`src/ssb_pkg.sv`:
```
// package of constants and types for the safe stop brake sequencer
package ssb_pkg;
   // timebase: one tick per millisecond at 40 MHz
   localparam int CLK_HZ = 40000000;
   localparam int TICK_US = 1000;
   localparam int TICK_CYC = CLK_HZ / 1000000 * TICK_US;
   localparam int TICK_W = 16;
   localparam logic [TICK_W-1:0] TICK_LAST = TICK_W'(TICK_CYC - 1);
   // timer and setting widths, in bits
   localparam int TMR_W = 16;
   localparam int SPD_W = 16;
   localparam logic [TMR_W-1:0] TMR_ZERO = 16'h0000;
   localparam logic [TMR_W-1:0] TMR_ONE = 16'h0001;
   // sequencer states
   typedef enum logic [2:0] {
      SSB_IDLE,
      SSB_RAMP,
      SSB_EXTRA,
      SSB_BRAKE,
      SSB_DONE
   } ssb_state_t;
endpackage

```
`src/ssb_sequencer.sv`:
```
// controlled stop sequencer with speed-limit brake and torque cutoff
`timescale 1ns/1ps
module ssb_sequencer
   import ssb_pkg::*;
(
   input wire logic I_MCLK, // 40 MHz system clock
   input wire logic I_RST, // sync reset, active high
   input wire logic i_stop_req, // controlled stop request pin
   input wire logic i_ack, // acknowledgement pin
   input wire logic [SPD_W-1:0] i_speed, // measured speed magnitude
   input wire logic i_encoder_mode, // encoder-based completion
   input wire logic [SPD_W-1:0] i_brake_speed_limit, // brake limit
   input wire logic [SPD_W-1:0] i_zero_speed_limit, // zero-speed limit
   input wire logic [TMR_W-1:0] i_stop_to_cutoff_delay, // ticks
   input wire logic [TMR_W-1:0] i_extra_cutoff_delay, // ticks, 0 = none
   input wire logic [TMR_W:0] i_brake_to_cutoff_delay, // signed ticks
   input wire logic [TMR_W-1:0] i_brake_time_to_zero, // ticks
   input wire logic [TMR_W-1:0] i_decel_ramp_profile, // ramp setting
   output logic o_stop_state_indication, // stop active
   output logic o_stop_completed_indication, // motor stopped
   output logic o_cutoff_active_indication, // torque cut off
   output logic o_torque_cutoff, // torque cutoff command
   output logic o_brake_control, // brake engage command
   output logic o_ramp_request, // drive to ramp down
   output logic o_use_drive_ramp, // drive uses its own ramp
   output logic o_ack_allowed // acknowledgement accepted now
);
   ////////////////////////////////////////////////////////////////////////
   // input synchronisers and timebase
   logic req_m_q, req_q, ack_m_q, ack_q;
   logic [TICK_W-1:0] tick_cnt_q, tick_cnt_d;
   logic tick_q, tick_d;

   // pin synchronisers
   always_ff @(posedge I_MCLK) begin
      if (I_RST) begin
         req_m_q <= 1'b0;
         req_q <= 1'b0;
         ack_m_q <= 1'b0;
         ack_q <= 1'b0;
      end else begin
         req_m_q <= i_stop_req;
         req_q <= req_m_q;
         ack_m_q <= i_ack;
         ack_q <= ack_m_q;
      end
   end

   // common tick divider
   always_comb begin
      tick_d = (tick_cnt_q == TICK_LAST);
      tick_cnt_d = tick_d ? '0 : tick_cnt_q + 1'b1;
   end

   // tick registers
   always_ff @(posedge I_MCLK) begin
      if (I_RST) begin
         tick_cnt_q <= '0;
         tick_q <= 1'b0;
      end else begin
         tick_cnt_q <= tick_cnt_d;
         tick_q <= tick_d;
      end
   end

   ////////////////////////////////////////////////////////////////////////
   // settings captured for the length of a stop
   ssb_state_t state_q, state_d;
   logic enc_q, enc_d;
   logic [SPD_W-1:0] brk_lim_q, brk_lim_d, zero_lim_q, zero_lim_d;
   logic [TMR_W-1:0] ext_len_q, ext_len_d, ttz_len_q, ttz_len_d;
   logic [TMR_W:0] btc_q, btc_d;

   // follow the inputs while idle, freeze once a stop is under way
   // so that an edit in mid-stop cannot shorten a running delay
   always_comb begin
      enc_d = enc_q;
      brk_lim_d = brk_lim_q;
      zero_lim_d = zero_lim_q;
      ext_len_d = ext_len_q;
      ttz_len_d = ttz_len_q;
      btc_d = btc_q;
      if (state_q == SSB_IDLE) begin
         enc_d = i_encoder_mode;
         brk_lim_d = i_brake_speed_limit;
         zero_lim_d = i_zero_speed_limit;
         ext_len_d = i_extra_cutoff_delay;
         ttz_len_d = i_brake_time_to_zero;
         btc_d = i_brake_to_cutoff_delay;
      end
   end

   // settings registers
   always_ff @(posedge I_MCLK) begin
      if (I_RST) begin
         enc_q <= 1'b0;
         brk_lim_q <= '0;
         zero_lim_q <= '0;
         ext_len_q <= TMR_ZERO;
         ttz_len_q <= TMR_ZERO;
         btc_q <= '0;
      end else begin
         enc_q <= enc_d;
         brk_lim_q <= brk_lim_d;
         zero_lim_q <= zero_lim_d;
         ext_len_q <= ext_len_d;
         ttz_len_q <= ttz_len_d;
         btc_q <= btc_d;
      end
   end

   ////////////////////////////////////////////////////////////////////////
   // timers
   logic stc_load, stc_exp, ext_load, ext_exp;
   logic neg_load, neg_exp, ttz_load, ttz_exp, clr_all;
   logic neg_delay;
   logic [TMR_W-1:0] neg_mag;

   // sign of the brake-to-cutoff delay; the most negative value has no
   // magnitude in the timer width and saturates instead of wrapping to 0
   assign neg_delay = btc_q[TMR_W];
   always_comb begin
      neg_mag = TMR_W'(-btc_q);
      if (neg_delay && btc_q[TMR_W-1:0] == TMR_ZERO) begin
         neg_mag = '1;
      end
   end

   // one down-counter per delay, all on the common tick
   ssb_timer u_stop_to_cutoff (
      .i_clk(I_MCLK), .i_rst(I_RST), .i_load(stc_load), .i_stop(clr_all),
      .i_tick(tick_q), .i_len(i_stop_to_cutoff_delay),
      .o_run(), .o_exp(stc_exp)
   );
   ssb_timer u_extra_delay (
      .i_clk(I_MCLK), .i_rst(I_RST), .i_load(ext_load), .i_stop(clr_all),
      .i_tick(tick_q), .i_len(ext_len_q),
      .o_run(), .o_exp(ext_exp)
   );
   ssb_timer u_brake_lead (
      .i_clk(I_MCLK), .i_rst(I_RST), .i_load(neg_load), .i_stop(clr_all),
      .i_tick(tick_q), .i_len(neg_mag),
      .o_run(), .o_exp(neg_exp)
   );
   ssb_timer u_time_to_zero (
      .i_clk(I_MCLK), .i_rst(I_RST), .i_load(ttz_load), .i_stop(clr_all),
      .i_tick(tick_q), .i_len(ttz_len_q),
      .o_run(), .o_exp(ttz_exp)
   );

   ////////////////////////////////////////////////////////////////////////
   // sequencer
   logic stop_ind_q, stop_ind_d, done_q, done_d;
   logic cut_q, cut_d, brake_q, brake_d;
   logic ramp_q, ramp_d, own_ramp_q, own_ramp_d;
   logic ack_ok_q, ack_ok_d;
   logic below_brake_q, below_brake_d, at_zero_q, at_zero_d;
   logic ack_valid;

   // speed compares, registered to keep the wide comparators off the
   // state decode; costs one cycle of reaction
   always_comb begin
      below_brake_d = (i_speed < brk_lim_q);
      at_zero_d = (i_speed <= zero_lim_q);
   end

   // compare registers
   always_ff @(posedge I_MCLK) begin
      if (I_RST) begin
         below_brake_q <= 1'b0;
         at_zero_q <= 1'b0;
      end else begin
         below_brake_q <= below_brake_d;
         at_zero_q <= at_zero_d;
      end
   end

   // acknowledge only once complete with request gone
   assign ack_valid = done_q && !req_q && ack_q;

   // next state and outputs
   always_comb begin
      state_d = state_q;
      stop_ind_d = stop_ind_q;
      done_d = done_q;
      cut_d = cut_q;
      brake_d = brake_q;
      ramp_d = ramp_q;
      own_ramp_d = own_ramp_q;
      stc_load = 1'b0;
      ext_load = 1'b0;
      neg_load = 1'b0;
      ttz_load = 1'b0;
      clr_all = 1'b0;
      case (state_q)
         // wait for a synchronised request
         SSB_IDLE: begin
            if (req_q) begin
               stc_load = 1'b1;
               stop_ind_d = 1'b1;
               ramp_d = 1'b1;
               own_ramp_d = (i_decel_ramp_profile == TMR_ZERO);
               state_d = SSB_RAMP;
            end
         end

         // ramping down, watch the brake speed limit
         SSB_RAMP: begin
            if (stc_exp) begin
               cut_d = 1'b1;
            end
            if (below_brake_q) begin
               ext_load = 1'b1;
               state_d = SSB_EXTRA;
            end
         end

         // optional extra delay, then brake; cutoff too unless the brake-to-cutoff delay is negative
         SSB_EXTRA: begin
            if (stc_exp) begin
               cut_d = 1'b1;
            end
            if (ext_exp) begin
               brake_d = 1'b1;
               ttz_load = 1'b1;
               if (neg_delay) begin
                  neg_load = 1'b1;
               end else begin
                  cut_d = 1'b1;
               end
               state_d = SSB_BRAKE;
            end
         end

         // brake on, wait for the motor to stop
         SSB_BRAKE: begin
            if (neg_exp || stc_exp) begin
               cut_d = 1'b1;
            end
            if (enc_q ? at_zero_q : ttz_exp) begin
               done_d = 1'b1;
               state_d = SSB_DONE;
            end
         end

         // stopped, wait for a valid acknowledgement
         SSB_DONE: begin
            if (neg_exp || stc_exp) begin
               cut_d = 1'b1;
            end
            if (ack_valid) begin
               clr_all = 1'b1;
               stop_ind_d = 1'b0;
               done_d = 1'b0;
               cut_d = 1'b0;
               brake_d = 1'b0;
               ramp_d = 1'b0;
               own_ramp_d = 1'b0;
               state_d = SSB_IDLE;
            end
         end
         default: begin
            state_d = SSB_IDLE;
         end
      endcase
      ack_ok_d = (state_d == SSB_DONE) && !req_q;
   end

   // sequencer registers
   always_ff @(posedge I_MCLK) begin
      if (I_RST) begin
         state_q <= SSB_IDLE;
         stop_ind_q <= 1'b0;
         done_q <= 1'b0;
         cut_q <= 1'b0;
         brake_q <= 1'b0;
         ramp_q <= 1'b0;
         own_ramp_q <= 1'b0;
         ack_ok_q <= 1'b0;
      end else begin
         state_q <= state_d;
         stop_ind_q <= stop_ind_d;
         done_q <= done_d;
         cut_q <= cut_d;
         brake_q <= brake_d;
         ramp_q <= ramp_d;
         own_ramp_q <= own_ramp_d;
         ack_ok_q <= ack_ok_d;
      end
   end

   ////////////////////////////////////////////////////////////////////////
   // outputs, all from flip-flops
   assign o_stop_state_indication = stop_ind_q;
   assign o_stop_completed_indication = done_q;
   assign o_cutoff_active_indication = cut_q;
   assign o_torque_cutoff = cut_q;
   assign o_brake_control = brake_q;
   assign o_ramp_request = ramp_q;
   assign o_use_drive_ramp = own_ramp_q;
   assign o_ack_allowed = ack_ok_q;
endmodule

```
`src/ssb_timer.sv`:
```
// down-counting tick timer with load and expiry flag
`timescale 1ns/1ps
module ssb_timer
   import ssb_pkg::*;
(
   input wire logic i_clk, // system clock
   input wire logic i_rst, // sync reset
   input wire logic i_load, // load and start
   input wire logic i_stop, // stop and clear
   input wire logic i_tick, // timebase enable
   input wire logic [TMR_W-1:0] i_len, // length in ticks
   output logic o_run, // counting
   output logic o_exp // expired, level
);
   logic [TMR_W-1:0] cnt_q, cnt_d;
   logic run_q, run_d, exp_q, exp_d;

   // next count and flags
   always_comb begin
      cnt_d = cnt_q;
      run_d = run_q;
      exp_d = exp_q;
      if (i_stop) begin
         cnt_d = TMR_ZERO;
         run_d = 1'b0;
         exp_d = 1'b0;
      end else if (i_load) begin
         cnt_d = i_len;
         run_d = (i_len != TMR_ZERO);
         exp_d = (i_len == TMR_ZERO);
      end else if (run_q && i_tick) begin
         cnt_d = cnt_q - TMR_ONE;
         if (cnt_q == TMR_ONE) begin
            run_d = 1'b0;
            exp_d = 1'b1;
         end
      end
   end

   // registers
   always_ff @(posedge i_clk) begin
      if (i_rst) begin
         cnt_q <= TMR_ZERO;
         run_q <= 1'b0;
         exp_q <= 1'b0;
      end else begin
         cnt_q <= cnt_d;
         run_q <= run_d;
         exp_q <= exp_d;
      end
   end

   assign o_run = run_q;
   assign o_exp = exp_q;
endmodule
```
`config.mk`:
```
export PLATFORM = sky130hd
export DESIGN_NAME = ssb_sequencer
export DESIGN_NICKNAME = d
export VERILOG_FILES = /design/src/ssb_pkg.sv /design/src/ssb_sequencer.sv /design/src/ssb_timer.sv
export SDC_FILE = /design/constraint.sdc
export NUM_CORES = 1
export LEC_CHECK = 0
export BUFFER_PORTS_ARGS = -buffer_cell sky130_fd_sc_hd__buf_2
export CAP_MARGIN = 25
export CELL_PAD_IN_SITES_DETAIL_PLACEMENT = 1
export CELL_PAD_IN_SITES_GLOBAL_PLACEMENT = 2
export CORE_MARGIN = 2
export CORE_UTILIZATION = 36
export CTS_CLUSTER_DIAMETER = 120
export DETAILED_ROUTE_END_ITERATION = 16
export PLACE_DENSITY_LB_ADDON = 0.1
export RECOVER_POWER = 50
export SLEW_MARGIN = 20
export SYNTH_ARGS = -nofsm -noshare
export SYNTH_HDL_FRONTEND = slang
export SYNTH_SLANG_ARGS = --single-unit
```
`constraint.sdc`:
```
create_clock -name I_MCLK -period 7.3 [get_ports I_MCLK]
set_clock_uncertainty 0.1 [all_clocks]
set_input_delay 1.46 -clock I_MCLK [delete_from_list [all_inputs] [get_ports I_MCLK]]
set_output_delay 1.46 -clock I_MCLK [all_outputs]
set_load 0.05 [all_outputs]
```
Yosys cells after proc, flatten, opt, wreduce, memory -nomap -nowiden

Cells that the tools add are included.

Register bits: 186
Output and inout bits: 8
Bits of input ports: 134
Logic and storage cells: 163

Reductions and logical operators: 42
Add/subtract/negate cells: 6
Multiplexer cells: 66
Order comparisons: 2
Equality and inequality tests: 14

Operators with widths:

| operator                | number |
|---|---|
| $mux W16                | 9 |
| $logic_not A16 Y1       | 6 |
| $eq A16 B1 Y1 const B   | 4 |
| $reduce_bool A16 Y1     | 4 |
| $sub A16 B1 Y16 const B | 4 |
| $mux W1                 | 46 |
| $reduce_bool A2 Y1      | 11 |
| $add A16 B1 Y16 const B | 1 |
| $eq A16 B16 Y1 const B  | 1 |
| $le A16 B16 Y1          | 1 |
| $lt A16 B16 Y1          | 1 |
| $neg A16 Y16            | 1 |
| $mux W3                 | 5 |
| $pmux W3 S5             | 1 |
| $reduce_and A3 Y1       | 3 |
| $logic_and A1 B1 Y1     | 8 |
| $pmux W1 S2             | 4 |
| $reduce_and A2 Y1       | 4 |
| $eq A3 B2 Y1 const B    | 2 |
| $eq A3 B3 Y1 const B    | 2 |
| $ne A2 B2 Y1 const B    | 3 |
| $pmux W1 S4             | 1 |
| $reduce_bool A4 Y1      | 1 |
| $reduce_or A2 Y1        | 2 |
| 5 further kinds         | 5 |

Longest topological paths before layout

Depth after elaboration: 7
Mapped depth: 10
Depth with buffers taken out: 8

Cells and area by module

A second synthesis with hierarchy kept.

Cell total of the unflattened synthesis: 1161
Area, all modules: 9278.9 sq um

By module, submodules not included:

| module                           | area an instance (sq um) | cells each | instances | seq. area each (sq um) |
|---|---|---|---|---|
| ssb_sequencer                    | 5327.6                   | 681        | 1         | 2282.2 |
| ssb_timer (u_brake_lead ...)     | 1006.0                   | 125        | 2         | 360.3 |
| ssb_timer (u_stop_to_cutoff ...) | 969.7                    | 115        | 2         | 360.3 |

Worst setup path before layout

OpenSTA, ideal clock, no wires.

Path type: register to register
Start: register btc_q[2]
End: register u_brake_lead.run_q, in the netlist u_brake_lead.o_run
Library setup time: 0.116 ns
Path buffers: 3
Arrival time: 2.591 ns
Period minus slack after synthesis: 2.806 ns
Cell stages (with the launch flop): 10
Path slack: 4.494 ns
Data required time: 7.084 ns
Path through: dfxtp_1 buf_6 or4_1 buf_2 or4_1 buf_2 o31a_1 nor4b_2 nand4_1 a31o_1

Word-level cells in the longest chain between the ends: 5
Elaborated cells on any way between the ends: 6
Those cells by class: 1 x add/sub; 2 x mux; 3 x reduce/logical

RTL lines:

| item                                                 | RTL line             | text |
|---|---|---|
| start, declared                                      | ssb_sequencer.sv:72  | `logic [TMR_W:0] btc_q, btc_d;` |
| start signal, assigned                               | ssb_sequencer.sv:108 | `btc_q <= btc_d;` |
| branches (longest 2 deep; another with $neg A16 Y16) | -                    |  |
| $mux W16 (*)                                         | ssb_sequencer.sv:124 | `if (neg_delay && btc_q[TMR_W-1:0] == TMR_ZERO) begin` |
| $reduce_bool A16 Y1 (*)                              | ssb_timer.sv:29      | `run_d = (i_len != TMR_ZERO);` |
| $mux W1 (*)                                          | ssb_timer.sv:27      | `end else if (i_load) begin` |
| end signal, assigned                                 | ssb_timer.sv:48      | `run_q <= run_d;` |
| end, declared                                        | ssb_timer.sv:16      | `logic run_q, run_d, exp_q, exp_d;` |

Mark *: on every way between the ends.
A chain may end at the register's enable or synchronous reset.

Worst setup path after layout

Start: register state_q[1]
End: register u_stop_to_cutoff.run_q, in the netlist u_stop_to_cutoff.o_run

Word-level cells in the longest chain between the ends: 4
Elaborated cells on any way between the ends: 9
Those cells by class: 1 x eq/ne; 3 x mux; 5 x reduce/logical

RTL lines:

| item                         | RTL line             | text |
|---|---|---|
| start, declared              | ssb_sequencer.sv:68  | `ssb_state_t state_q, state_d;` |
| start signal, assigned       | ssb_sequencer.sv:281 | `state_q <= state_d;` |
| $logic_not A3 Y1             | ssb_sequencer.sv:195 | `case (state_q)` |
| $mux W1                      | ssb_sequencer.sv:195 |  |
| $reduce_bool A2 Y1 (no line) | -                    |  |
| $reduce_and A2 Y1 (no line)  | -                    |  |
| end signal, assigned         | ssb_timer.sv:48      |  |
| end, declared                | ssb_timer.sv:16      |  |

Several ways; a longest one is shown, not always the timed one.

==> results.md <==
- The net count of the mapped netlist is 1341.
- Once the clock tree was built, the resizer swapped 0 gates to a different size.
- STA classifies the critical path startpoint as a flip-flop.
- The overflow left after global routing is 0.
- The layout-stage area growth over the synthesis result is 16.1%.
- The post-layout minimum cycle time is 4.23 ns.
- The number of global-route vias before repair came to 8406.
- The HPWL after detailed placement is 18000 um.
- The final reports fail on max-capacitance violations, max-slew violations.
- The residual DRC count is 0.
- The initial utilization of the core area, before any placement, comes to 0.366.
- The CTS tree is done.
- After clock tree synthesis, the clock-pin slew on the worst setup and hold paths is 0.07 ns.
- Synthesis inferred 186 register bits.
- The data arrival time at the worst-slack endpoint is 4.47 ns.
- The worst hold margin is 0.342 ns.
- Yosys attributes the largest share of cell area to sky130_fd_sc_hd__dfxtp_1, sky130_fd_sc_hd__nand2_1, sky130_fd_sc_hd__a21oi_1.
- Measured against its own limit, the worst slew margin works out to -1.48.
- Walking the worst path, the cells encountered are nor3_1, clkbuf_1, and2_0, nand2_1, a21oi_1.
- The netlist area before placement is 9200 um^2.
- The worst ir drop on vdd is 116 uV.
- The number of max-slew violations in the final report is 167.
- The initial antenna violation count came to 1.
- The share of synthesized area in the top cell type comes to 0.405.
- The floorplan step defined a die boundary enclosing 26900 um^2.
- The number of sinks on the clock net is 186.
- The setup total negative slack is 0 ns.
- For this run, the leading register cell type out of synthesis is sky130_fd_sc_hd__dfxtp_1.
- After the last flow step, the layout net total stands at 1437.
- Of the synthesized area, sequential elements account for 0.405.
- In this run, synthesis inferred 0 flip-flops with an integrated enable.
- Setup violations remaining at the end of the flow were counted as 0.
- For this design, the CTS-stage hold fixing added 0 buffers.
- The analysis attributes to cell leakage a power of 4.37 nW.
- Pin placement for this block handled 142 I/O pins.
- STA puts the critical path data required time at 7.54 ns.
- The clock tree root buffer cell is sky130_fd_sc_hd__clkbuf_16.
- The row count is 58.
- Across every metal layer, demand over resource in global routing totals 0.192.
- Setup repair after global routing left no endpoint under its margin.
- In this design, the stage delay of the slowest critical-path cell is 2.63 ns.
- Routability-driven placement finished with a final weighted congestion of 0.797.
- The number of buffers created by CTS is 17.
- The register with the most flip-flops in the layout has 17 of them.
- After detailed routing, the number of vias per cell comes to 5.14.
- The core box area is 25100 um^2.
- The total iterations of the first detailed-routing run is 4.
- The fraction of registers with async set/reset is 0.
- Once placement finished, the instance area stood at 10100 um^2.
- The cell taking the most area after synthesis is sky130_fd_sc_hd__dfxtp_1.
- The slowest stage of the critical path is the sky130_fd_sc_hd__clkbuf_1 cell.
- The worst hold path belongs to the class reg -> reg.
- The register with the most flip-flops is btc_q.
- In the final layout, the share of cells above drive strength 1 is 0.147.
- The final-layout fill cell count is 3117.
- Entering global routing, the biggest net connects 87 pins.
- The number of nets with antenna violations after detailed routing is 0.
- In the final layout, the multi-input gates occupy 5020 um^2.
- The share of the clock period used by the worst path is 0.579.
- Max-cap violations in this run came to 2.
- The final instance area is 10700 um^2.
- Summed over all layers, the routed wires come to 24900 um.
- Of all nets on the critical path, the largest fanout is 83.
- The die height is 164 um.
- Averaged over all synthesized cells, the footprint is 7.89 um^2.
- Dividing the detail-routed wire length by the instance count gives 15.5 um.
- The power density over the cells is 219 nW/um^2.
- Static timing analysis puts the maximum clock frequency at 236 MHz.
- The number of setup buffers added after CTS is 0.
- From left edge to right edge, the die measures 164 um.
- The Yosys step of the flow raised 0 warnings.
- The sequential cell area in the final layout is 3720 um^2.
- The distinct cell type count after synthesis is 61.
- The H-tree was split into 4 levels.
- Detailed routing inserted a total of 8242 vias.
- The violation count after the first detailed-routing iteration is 313.
- Summing internal, switching and leakage power gives 0.00234 W.
- For the pin with the worst max-slew slack, the measured transition is 3.73 ns.
- The startpoint-to-endpoint class of the critical path is reg -> reg.
- The gate count of the mapped netlist is 1166.
- The worst setup path is captured at a flip-flop.
- The run finished, with violations left.
- The count of final hold-check violations was 0.
- The largest buffer count on any clock path is 2.
- Buffers placed on the I/O ports in this run total 141.
- The repair_antennas step left the layout with diodes totalling 0.
- Clock latency on the worst-skew pair, taken at its later pin, is 0.44 ns.
- The global-route wire length before repair is 41500 um.
==> where the power goes <==
group          switching, W  internal [W]
Combinational      0.000158      0.000118
Sequential        0.0000451       0.00106
Clock              0.000433      0.000522
==> logic make-up (layout without fill, tap and decap cells) <==
logic type	after synthesis	after routing	synth area share
multiplexers	2	2	0.00231
AND/OR/NAND/NOR	509	509	0.256
buffers and inverters	117	226	0.0502
flip-flops	186	186	0.405
AO/OA/AOI/OAI	232	232	0.156
adder cells (fa/ha/maj)	41	41	0.0558
XOR/XNOR	79	79	0.0752
==> layer usage <==
metal  track usage  vias to the layer above  part of all wire
met4        0.0478                        2             0.011
li1              -                     4216                 -
met2         0.323                      123              0.46
met3        0.0303                       24             0.029
met5             0                        -           0.00044
met1         0.257                     3877              0.50
==> cell type report <==
type	instances	share of cell area
Inverter	46	0.0162
Tap cell	330	0.0387
Sequential cell	186	0.349
Clock buffer	18	0.0411
Clock inverter	14	0.0149
Timing Repair Buffer	148	0.0709
Multi-Input combinational cell	863	0.470
==> cells in the mapped netlist (2+ instances only) <==
cell type / n
sky130_fd_sc_hd__nand3_1: 16
sky130_fd_sc_hd__o311a_1: 2
sky130_fd_sc_hd__a21o_1: 7
sky130_fd_sc_hd__clkbuf_1: 63
sky130_fd_sc_hd__nand2b_1: 8
sky130_fd_sc_hd__inv_1: 46
sky130_fd_sc_hd__o22ai_1: 4
sky130_fd_sc_hd__o21ai_0: 18
sky130_fd_sc_hd__buf_2: 3
sky130_fd_sc_hd__and3_1: 5
sky130_fd_sc_hd__nand4_1: 16
sky130_fd_sc_hd__xnor2_1: 41
sky130_fd_sc_hd__ha_1: 41
sky130_fd_sc_hd__a311oi_1: 3
sky130_fd_sc_hd__a221oi_1: 6
sky130_fd_sc_hd__and2_1: 4
sky130_fd_sc_hd__or3_1: 12
sky130_fd_sc_hd__o21a_1: 4
sky130_fd_sc_hd__o41ai_1: 4
sky130_fd_sc_hd__nor4_1: 37
sky130_fd_sc_hd__xor2_1: 38
sky130_fd_sc_hd__nor2b_1: 12
sky130_fd_sc_hd__nand3b_1: 8
sky130_fd_sc_hd__dfxtp_1: 186
sky130_fd_sc_hd__or4b_2: 2
sky130_fd_sc_hd__a211oi_1: 45
sky130_fd_sc_hd__buf_4: 3
sky130_fd_sc_hd__o31a_1: 3
sky130_fd_sc_hd__nor4b_1: 2
sky130_fd_sc_hd__nand2_1: 224
sky130_fd_sc_hd__o211ai_1: 2
sky130_fd_sc_hd__or4_1: 8
sky130_fd_sc_hd__nor3_1: 35
sky130_fd_sc_hd__nor3b_1: 3
sky130_fd_sc_hd__or2_2: 5
sky130_fd_sc_hd__a21oi_1: 120
sky130_fd_sc_hd__nor2_1: 106
==> through the flow <==
stage / utilization / setup WS (ns) / std cells
floorplan: - / 4.49 / 1166
global placement: 0.401 / 3.87 / 1570
detailed placement: 0.402 / 4.00 / 1572
CTS: 0.426 / 4.20 / 1604
global route: 0.425 / 2.55 / 1605
finish: 0.425 / 3.07 / 1605
==> path summary, 6_finish.rpt <==
kind                                             from                             endpoint  slack [ns]  depth (start not counted)
worst min register to register     ack_m_q$_SDFF_PP0_                     ack_q$_SDFF_PP0_        0.34                          1
worst max-delay path            state_q[1]$_SDFF_PP0_  u_stop_to_cutoff.o_run$_SDFFE_PP0P_        3.07                          5
worst min-delay path               ack_m_q$_SDFF_PP0_                     ack_q$_SDFF_PP0_        0.34                          1
worst max register to register  state_q[1]$_SDFF_PP0_  u_stop_to_cutoff.o_run$_SDFFE_PP0P_        3.07                          5
==> cells in the final DEF, fill, tap and decap left out, drive strengths merged, types with 4 or more instances in the layout <==
| cell | n |
|---|---|
| a211oi | 46 |
| a21o | 7 |
| a21oi | 120 |
| a221oi | 6 |
| and2 | 4 |
| and3 | 5 |
| buf | 144 |
| clkbuf | 22 |
| dfxtp | 186 |
| ha | 41 |
| inv | 52 |
| nand2 | 224 |
| nand2b | 8 |
| nand3 | 16 |
| nand3b | 8 |
| nand4 | 16 |
| nor2 | 106 |
| nor2b | 12 |
| nor3 | 35 |
| nor4 | 37 |
| o21a | 4 |
| o21ai | 19 |
| o22ai | 4 |
| o41ai | 4 |
| or2 | 5 |
| or3 | 12 |
| or4 | 8 |
| xnor2 | 41 |
| xor2 | 38 |
==> critical path, delay by kind of cell, from the launching register on <==
kind                   cells  cell delay (ns)
buffers and inverters      1             2.63
AOI/OAI and AO/OA          1             0.15
DFF                        1             0.40
and+or+nand+nor            3             0.85
No activity file was read; power rests on OpenSTA's default activity.
